--- src/pkg/launch_measure_regs.vh ---
// Register offsets, field positions and timing constants of the launch measurement sequencer.
`ifndef LAUNCH_MEASURE_REGS_VH
`define LAUNCH_MEASURE_REGS_VH

// Byte address layout: locality in bits 14:12, register offset in bits 11:0.
`define ADR_LOC_HI 14
`define ADR_LOC_LO 12
`define ADR_OFF_HI 11
`define ADR_OFF_LO 0

// Register offsets within each locality window.
`define OFF_STATUS 12'h000
`define OFF_CONFIG 12'h004
`define OFF_STARTUP 12'h008
`define OFF_LOC_REQ 12'h00c
`define OFF_EXCL 12'h010
`define OFF_WBUF 12'h014
`define OFF_BEGIN 12'h020
`define OFF_PAYLOAD 12'h024
`define OFF_FINISH 12'h028
`define OFF_TOPCTRL 12'h040
`define OFF_CMDBUF 12'h800

// Localities.
`define LOC_NONE 3'h7
`define LOC_0 3'h0
`define LOC_3 3'h3
`define LOC_4 3'h4

// Config fields.
`define CFG_MODE_BIT 0
`define CFG_CLR_EARLY_BIT 1

// Top locality control fields.
`define TOP_BEGIN_BIT 0
`define TOP_DATA_BIT 1
`define TOP_FINISH_BIT 2

// Locality request fields.
`define LREQ_CLAIM_BIT 0
`define LREQ_DROP_BIT 1

// Startup answer codes; the error value is arbitrary.
`define RC_OK 16'h0000
`define RC_WRONG_LOCALITY 16'h0001

// Timing.
`define CLK_MHZ 200
`define T_SOFT_US 250
`define T_LONG_US 750

`endif
--- src/design/launch_measure_sequencer.v ---
// Launch measurement sequencer: begin, payload and finish handling behind a Wishbone slave.
//
// The address map and the Wishbone interface to the registers were decided locally.
`include "launch_measure_regs.vh"
`timescale 1ns/10ps
`default_nettype none

module launch_measure_sequencer #(
	parameter CMDBUF_WORDS = 32,
	parameter CMDBUF_AW = 5,
	parameter TIMEOUT_SOFT_CYC = `T_SOFT_US * `CLK_MHZ,
	parameter TIMEOUT_LONG_CYC = `T_LONG_US * `CLK_MHZ
) (
	input wire clk,
	input wire reset_n,
	input wire wb_cyc_i,
	input wire wb_stb_i,
	input wire wb_we_i,
	input wire [15:0] wb_adr_i,
	input wire [3:0] wb_sel_i,
	input wire [31:0] wb_dat_i,
	output reg [31:0] wb_dat_o,
	output wire wb_ack_o,
	output reg hash_start,
	output reg hash_target_launch,
	output reg hash_data_valid,
	output reg [7:0] hash_data,
	input wire hash_data_ready,
	output reg hash_finish,
	output reg launch_regs_reset,
	input wire hash_done,
	input wire hash_error,
	output wire fault_state
);

	////////////////////////////////////////////////////////////////////////////////
	localparam S_IDLE = 3'h0;
	localparam S_ACK = 3'h1;
	localparam S_STREAM = 3'h2;
	localparam S_FEED = 3'h3;
	localparam S_FINISH = 3'h4;
	localparam S_DONE_WAIT = 3'h5;

	reg [2:0] state_reg;
	reg [2:0] active_loc_reg;
	reg started_reg;
	reg launch_seen_reg;
	reg cleared_early_reg;
	reg seq_active_reg;
	reg excl_reg;
	reg fault_reg;
	reg slow_reg;
	reg [7:0] wbuf_count_reg;
	reg mode_buffer_reg;
	reg clr_early_reg;
	reg [15:0] startup_rc_reg;
	reg stream_mode_reg;
	reg finish_pending_reg;
	reg [15:0] remain_reg;
	reg [CMDBUF_AW+1:0] byte_idx_reg;
	reg [31:0] timer_reg;

	wire req = wb_cyc_i & wb_stb_i & (state_reg == S_IDLE);
	wire [2:0] loc = wb_adr_i[`ADR_LOC_HI:`ADR_LOC_LO];
	wire [11:0] off = wb_adr_i[`ADR_OFF_HI:`ADR_OFF_LO];
	wire loc_ok = (active_loc_reg == loc);
	wire is_cmdbuf = (off >= `OFF_CMDBUF) &&
		(off < `OFF_CMDBUF + CMDBUF_WORDS * 4);
	wire [CMDBUF_AW-1:0] buf_widx = off[CMDBUF_AW+1:2];
	wire at_top = (loc == `LOC_4);

	// Wait states are the only throttle: ack stays low while the engine is busy.
	assign wb_ack_o = (state_reg == S_ACK);
	assign fault_state = fault_reg;

	// Command decode of the three sequence actions in either interface style.
	wire fifo_begin = wb_we_i && at_top && !mode_buffer_reg && (off == `OFF_BEGIN);
	wire fifo_pay = wb_we_i && at_top && !mode_buffer_reg && (off == `OFF_PAYLOAD);
	wire fifo_fin = wb_we_i && at_top && !mode_buffer_reg && (off == `OFF_FINISH);
	wire top_wr = wb_we_i && at_top && mode_buffer_reg && (off == `OFF_TOPCTRL);
	wire buf_begin = top_wr && wb_sel_i[0] && wb_dat_i[`TOP_BEGIN_BIT];
	wire buf_data = top_wr && wb_sel_i[0] && wb_dat_i[`TOP_DATA_BIT];
	wire buf_fin = top_wr && wb_sel_i[0] && wb_dat_i[`TOP_FINISH_BIT];
	wire any_begin = fifo_begin || buf_begin;
	wire begin_ok = (active_loc_reg == `LOC_NONE) || (active_loc_reg == `LOC_4);

	// Current byte of the command buffer; lane n of a word holds byte n.
	wire [31:0] word_rd, cur_word, head_word;
	wire [7:0] cur_byte = cur_word[8 * byte_idx_reg[1:0] +: 8];
	wire [15:0] buf_len = {head_word[7:0], head_word[15:8]};

	wire [31:0] status_word = {8'h00, wbuf_count_reg, 4'h0, slow_reg, fault_reg,
		seq_active_reg, hash_target_launch, started_reg, launch_seen_reg,
		excl_reg, mode_buffer_reg, 1'b0, active_loc_reg};

	////////////////////////////////////////////////////////////////////////////////
	// Command buffer: byte-lane writes from the locality that owns the device.
	genvar g;
	generate
		for (g = 0; g < 4; g = g + 1) begin : lane
			reg [7:0] mem [0:CMDBUF_WORDS-1];
			always @(posedge clk) begin
				if (req && wb_we_i && is_cmdbuf && loc_ok && wb_sel_i[g] && !fault_reg) begin
					mem[buf_widx] <= wb_dat_i[8*g+7:8*g];
				end
			end
			assign word_rd[8*g+7:8*g] = mem[buf_widx];
			assign cur_word[8*g+7:8*g] = mem[byte_idx_reg[CMDBUF_AW+1:2]];
			assign head_word[8*g+7:8*g] = mem[0];
		end
	endgenerate

	////////////////////////////////////////////////////////////////////////////////
	// Main sequencer.
	always @(posedge clk or negedge reset_n) begin
		if (!reset_n) begin
			state_reg <= S_IDLE;
			active_loc_reg <= `LOC_NONE;
			started_reg <= 1'b0;
			launch_seen_reg <= 1'b0;
			cleared_early_reg <= 1'b0;
			seq_active_reg <= 1'b0;
			excl_reg <= 1'b0;
			fault_reg <= 1'b0;
			slow_reg <= 1'b0;
			wbuf_count_reg <= 8'h00;
			mode_buffer_reg <= 1'b0;
			clr_early_reg <= 1'b0;
			startup_rc_reg <= `RC_OK;
			stream_mode_reg <= 1'b0;
			finish_pending_reg <= 1'b0;
			remain_reg <= 16'h0000;
			byte_idx_reg <= {(CMDBUF_AW+2){1'b0}};
			timer_reg <= 32'h00000000;
			wb_dat_o <= 32'h00000000;
			hash_start <= 1'b0;
			hash_target_launch <= 1'b0;
			hash_data_valid <= 1'b0;
			hash_data <= 8'h00;
			hash_finish <= 1'b0;
			launch_regs_reset <= 1'b0;
		end else begin
			hash_start <= 1'b0;
			hash_finish <= 1'b0;
			launch_regs_reset <= 1'b0;
			if (state_reg == S_IDLE) begin
				timer_reg <= 32'h00000000;
			end else begin
				timer_reg <= timer_reg + 32'h00000001;
			end
			case (state_reg)
				S_IDLE: begin
					if (req) begin
						state_reg <= S_ACK;
						wb_dat_o <= 32'h00000000;
						if (seq_active_reg) begin
							// Inside a sequence everything else except command buffer writes is acked and dropped.
							if (fifo_pay) begin
								hash_data <= wb_dat_i[7:0];
								hash_data_valid <= 1'b1;
								stream_mode_reg <= 1'b0;
								state_reg <= S_FEED;
							end else if (fifo_fin) begin
								state_reg <= S_FINISH;
							end else if (buf_data) begin
								remain_reg <= buf_len;
								byte_idx_reg <= {{CMDBUF_AW{1'b0}}, 2'h2};
								finish_pending_reg <= buf_fin;
								stream_mode_reg <= 1'b1;
								if (buf_len > CMDBUF_WORDS * 4 - 2) begin
									fault_reg <= 1'b1;
									seq_active_reg <= 1'b0;
									active_loc_reg <= `LOC_NONE;
									wbuf_count_reg <= 8'h00;
								end else begin
									state_reg <= S_STREAM;
								end
							end else if (buf_fin) begin
								state_reg <= S_FINISH;
							end
						end else if (any_begin) begin
							// A FIFO-style begin carries no data, only the address selects it; a buffer-style begin is bit TOP_BEGIN_BIT of a TOPCTRL write.
							if (begin_ok && !fault_reg) begin
								active_loc_reg <= `LOC_4;
								seq_active_reg <= 1'b1;
								excl_reg <= 1'b0;
								if (!mode_buffer_reg) begin
									wbuf_count_reg <= 8'h00;
								end
								// Before startup the static variant extends register 0.
								hash_target_launch <= started_reg;
								hash_start <= 1'b1;
								cleared_early_reg <= 1'b0;
								if (clr_early_reg && started_reg) begin
									launch_seen_reg <= 1'b0;
									cleared_early_reg <= 1'b1;
								end
							end
						end else if (wb_we_i) begin
							case (off)
								`OFF_CONFIG: begin
									if (wb_sel_i[0]) begin
										mode_buffer_reg <= wb_dat_i[`CFG_MODE_BIT];
										clr_early_reg <= wb_dat_i[`CFG_CLR_EARLY_BIT];
									end
								end
								`OFF_STARTUP: begin
									if ((loc == `LOC_0) || (loc == `LOC_3)) begin
										startup_rc_reg <= `RC_OK;
										started_reg <= 1'b1;
										launch_seen_reg <= 1'b1;
									end else begin
										startup_rc_reg <= `RC_WRONG_LOCALITY;
									end
								end
								`OFF_LOC_REQ: begin
									if (wb_dat_i[`LREQ_CLAIM_BIT] && active_loc_reg == `LOC_NONE) begin
										active_loc_reg <= loc;
									end else if (wb_dat_i[`LREQ_DROP_BIT] && loc_ok) begin
										active_loc_reg <= `LOC_NONE;
										wbuf_count_reg <= 8'h00;
										excl_reg <= 1'b0;
									end
								end
								`OFF_EXCL: begin
									if (loc_ok) begin
										excl_reg <= wb_dat_i[0];
									end
								end
								`OFF_WBUF: begin
									if (loc_ok && wbuf_count_reg != 8'hff) begin
										wbuf_count_reg <= wbuf_count_reg + 8'h01;
									end
								end
								default: begin
								end
							endcase
						end else begin
							case (off)
								`OFF_STATUS: wb_dat_o <= status_word;
								`OFF_CONFIG: wb_dat_o <= {30'h00000000, clr_early_reg,
									mode_buffer_reg};
								`OFF_STARTUP: wb_dat_o <= {16'h0000, startup_rc_reg};
								default: begin
									if (is_cmdbuf) begin
										wb_dat_o <= word_rd;
									end
								end
							endcase
						end
					end
				end
				S_STREAM: begin
					if (remain_reg == 16'h0000) begin
						state_reg <= finish_pending_reg ? S_FINISH : S_ACK;
					end else begin
						hash_data <= cur_byte;
						hash_data_valid <= 1'b1;
						state_reg <= S_FEED;
					end
				end
				S_FEED: begin
					if (hash_data_ready) begin
						hash_data_valid <= 1'b0;
						if (stream_mode_reg) begin
							remain_reg <= remain_reg - 16'h0001;
							byte_idx_reg <= byte_idx_reg + {{(CMDBUF_AW+1){1'b0}}, 1'b1};
							state_reg <= S_STREAM;
						end else begin
							state_reg <= S_ACK;
						end
					end
				end
				S_FINISH: begin
					// The reset of launch registers precedes the extend in the engine.
					if (hash_target_launch) begin
						launch_regs_reset <= 1'b1;
					end
					hash_finish <= 1'b1;
					state_reg <= S_DONE_WAIT;
				end
				S_DONE_WAIT: begin
					if (hash_done) begin
						if (hash_target_launch && !cleared_early_reg) begin
							launch_seen_reg <= 1'b0;
						end
						active_loc_reg <= `LOC_NONE;
						wbuf_count_reg <= 8'h00;
						seq_active_reg <= 1'b0;
						state_reg <= S_ACK;
					end
				end
				S_ACK: begin
					state_reg <= S_IDLE;
				end
				default: begin
					state_reg <= S_IDLE;
				end
			endcase
			// A slow answer is flagged; the long limit is a hard failure.
			if (state_reg != S_IDLE && state_reg != S_ACK) begin
				if (timer_reg == TIMEOUT_SOFT_CYC) begin
					slow_reg <= 1'b1;
				end
				if (hash_error || timer_reg == TIMEOUT_LONG_CYC - 2) begin
					fault_reg <= 1'b1;
					active_loc_reg <= `LOC_NONE;
					wbuf_count_reg <= 8'h00;
					seq_active_reg <= 1'b0;
					hash_data_valid <= 1'b0;
					state_reg <= S_ACK;
				end
			end
		end
	end

endmodule // launch_measure_sequencer

`default_nettype wire

--- config.mk ---
export PLATFORM = sky130hd
export DESIGN_NAME = launch_measure_sequencer
export DESIGN_NICKNAME = d
export VERILOG_FILES = /design/src/design/launch_measure_sequencer.v
export VERILOG_INCLUDE_DIRS = /design/src /design/src/pkg
export SDC_FILE = /design/constraint.sdc
export NUM_CORES = 2
export LEC_CHECK = 0
export BUFFER_PORTS_ARGS = -buffer_cell sky130_fd_sc_hd__buf_4
export CAP_MARGIN = 20
export CORE_MARGIN = 3
export CORE_UTILIZATION = 60
export DETAILED_ROUTE_END_ITERATION = 6
export GPL_TIMING_DRIVEN = 1
export PLACE_DENSITY = 0.77
export SYNTH_ARGS = -nofsm -noshare
export SYNTH_HDL_FRONTEND = slang
export SYNTH_SLANG_ARGS = --single-unit
--- constraint.sdc ---
create_clock -name clk -period 6.78 [get_ports clk]
set_input_delay 0.339 -clock clk [delete_from_list [all_inputs] [get_ports clk]]
set_output_delay 0.339 -clock clk [all_outputs]
set_load 0.02 [all_outputs]
==> results.py <==
metrics = {
    "placement": {
        "hpwl_um": 105000,
        "io_buffers": 105,
        "place_congestion": 0.963,
        "place_ws_ps": 2580,
        "placedCellCount": 4289,
    },
    "yosys": {
        "syn_inst": 3204,
        "syn_area_sq_um": 53900,
        "synth_cell_type_count": 81,
        "synthFlopType": "edfxtp_1",
        "netlist_top_cells_area": "edfxtp_1 (57%), mux4_2 (19%), dfrtp_1 (5.7%)",
        "yosys.area.top_type": "edfxtp_1",
        "async_flop_share_pct": 11.0,
        "synth-edff-count": 1024,
        "ys_seq_area_share_pct": 62.9,
        "syn_area_per_cell_sq_um": 16.8,
        "ys_ff_latch": 1150,
        "yosysWarnings": 0,
        "synth_top_area_share_pct": 57.1,
        "synthesis.nets": 3270,
    },
    "floorplan": {
        "start_util_pct": 60.8,
        "fp-row-count": 109,
        "die_w_um": 306,
        "coreArea_sq_um": 88600,
        "die_h_um": 306,
        "io_pins": 107,
        "dieArea_sq_um": 93400,
    },
    "worst_setup_path": {
        "cp-startpoint": "byte_idx_reg[5]",
        "crit_arrival_ps": 4840,
        "reg2reg_from": "byte_idx_reg[5]",
        "worst_setup_path_end_kind": "flop",
        "worst-endpoint-required_ps": 7390,
        "cp_slowest_stage_delay_ps": 800,
        "crit_chain": "nand3b_1 > buf_4 > buf_4 > o221ai_1 > a211oi_1 > a21oi_1 > a2bb2o_1 > nor4_1 > o21ai_1",
        "critPathKind": "reg2reg",
        "start_kind": "flop",
        "cp_max_fo": 30,
        "crit_slowest_cell": "dfrtp_1",
        "cp_common_cell": "buf_4",
    },
    "detailed_routing": {
        "vias_per_cell": 7.61,
        "drt_wl_total_um": 164000,
        "wire_per_inst_um": 36.4,
        "dr.pass1.iters": 7,
        "via_count": 34300,
        "drt_iter0_drc": 5379,
        "drc": 11,
        "ant_nets": 0,
    },
    "pwr": {
        "seqPwrFrac_pct": 51.7,
        "swShare_pct": 22.2,
        "p_int_uw": 11700,
        "p_sw_uw": 3320,
        "p_per_area_nw_per_um2": 252,
        "clkPwrFrac_pct": 43.9,
        "combPwrFrac_pct": 4.5,
        "power_leakage_uw": 0.0185,
        "irDropWorstVdd_v": 0.000214,
    },
    "clock_tree": {
        "cts_tree": "yes",
        "cts_buffer_depth": 3,
        "cts-root-buf": "clkbuf_16",
        "cts.sinks": 1150,
        "cts_made_buffers": 114,
        "clock_latency_ps": 740,
        "htree_num_levels": 3,
        "cts.clk_slew.worst_paths_ps": 70,
    },
    "global_route": {
        "grt_pass1_vias": 34100,
        "grt_first_pass_wirelength_um": 239000,
        "overflow": 0,
        "antenna_found_initial": 11,
        "grt_max_degree": 106,
        "gr-usage-all-layers_pct": 35.4,
    },
    "final_layout": {
        "area_growth_pct": 10.4,
        "drive_gt1_share_pct": 25.3,
        "layout_common_cells": "edfxtp_1 (1024), mux4_2 (457), nor2_1 (261)",
        "largest_register_ff_count": 1024,
        "layout.nets": 3309,
        "final_common_cell": "edfxtp_1",
        "fin_cells": 4514,
        "n_fill_cell": 5644,
    },
    "status": {
        "violations": "design-rule violations",
        "outcome": "finished with violations",
    },
    "timing": {
        "fmax_ghz": 0.236,
        "hold_viol_final": 0,
        "fin_crit_sh_pct": 62.5,
        "hold_ws_ps": 31.3,
        "period_needed_ps": 4240,
        "drv_slew": 0,
        "slew_headroom_pct": 25.0,
        "finClkSkew_ps": 64.1,
        "tightest_slew_ps": 1120,
        "setup_violations": 0,
        "fin_tns_setup_ps": 0,
        "rsz0062_at_grt": "false",
        "worst_slack_ps": 2540,
    },
    "min_path": {
        "min_path_type": "in2reg",
        "hp-start": "wb_dat_i[19]",
    },
    "run": {
        "cap_violations": 0,
    },
}
-- per-stage QoR --
step / utilization [%] / area (sq um) / power (uW)
floorplan: - / 53900 / 8220
global placement: 62.7 / 55500 / 8520
detailed placement: 62.7 / 55500 / 8530
CTS: 67.1 / 59500 / 15000
global route: 67.1 / 59500 / 15300
finish: 67.1 / 59500 / 15000
-- power by group through the flow --
| stage | logic, uW | clock network, uW | registers, uW |
|---|---|---|---|
| finish | 672 | 6570 | 7730 |
| global route | 696 | 6870 | 7730 |
| CTS | 655 | 6570 | 7730 |
| detailed placement | 650 | 0 | 7880 |
| global placement | 634 | 0 | 7880 |
| floorplan | 340 | 0 | 7880 |
-- logic make-up after synthesis --
group | Yosys count | synth area share [%]
compound gates | 530 | 6.76
simple gates | 608 | 5.27
flops | 1150 | 62.9
xor+xnor | 36 | 0.585
fa+ha+maj | 6 | 0.139
mux | 624 | 22.2
buf+inv | 250 | 2.07
-- cell type report --
cell class              instances  area [sq um]  area share (%)
repair buffers                161          1280            2.15
flip-flops and latches       1150         33900            57.0
diodes                          5          12.5          0.0210
clock inverters                87           942            1.58
multi-input cells            1804         18900            31.7
clock buffers                 130          2960            4.98
well taps                    1165          1460            2.45
inverters                      12          45.0          0.0757
-- synth_stat cells (9+ instances only) --
master	number
nor2_1	262
nand2_1	138
inv_1	12
clkbuf_1	112
mux2_2	15
dfrtp_1	123
a22o_1	37
nand3_1	36
buf_2	79
buf_4	19
o22ai_1	119
nor3_1	29
xor2_1	24
o221ai_1	28
o21ai_0	66
a32o_1	16
a2111oi_0	9
buf_1	27
and3_1	18
nor4_1	16
mux4_2	457
nand4_1	13
and2_1	15
xnor2_1	12
a21oi_1	78
a211oi_1	56
nor2b_1	13
a22oi_1	50
mux2i_1	151
edfxtp_1	1024
o21ai_1	9
or3_1	19
-- worst max-delay path, delay by kind of cell, from the launching register on --
kind,cells,cell delay (ps)
flip-flops,1,800
AND/OR/NAND/NOR,2,1060
AO/OA/AOI/OAI,5,1280
buffers and inverters,2,960
-- worst paths after layout --
kind / to / slack (ps) / cells after the start
hold reg to reg: remain_reg[4] / 480 / 2
max in group asynchronous: byte_idx_reg[2] / 5000 / 3
setup / recovery: hash_data[4] / 2540 / 9
hold / removal: lane[2].mem[7][3] / 30 / 1
min in group asynchronous: remain_reg[14] / 230 / 2
setup reg to reg: hash_data[4] / 2540 / 9
-- layer usage --
metal / vias up / global-route usage, % / part of all wire [%]
met3: 574 / 10.5 / 14
met1: 17500 / 47.5 / 34
met4: 8 / 18.5 / 6.5
met5: - / 0 / 0.030
li1: 13400 / - / -
met2: 2863 / 53.5 / 46
-- repair_timing --
item	4_1_cts	5_1_grt
hold buffers	3	0
resized for setup	0	0
endpoints found under the hold margin	68	0
setup buffers	0	0
No activity file was read; power rests on OpenSTA's default activity.
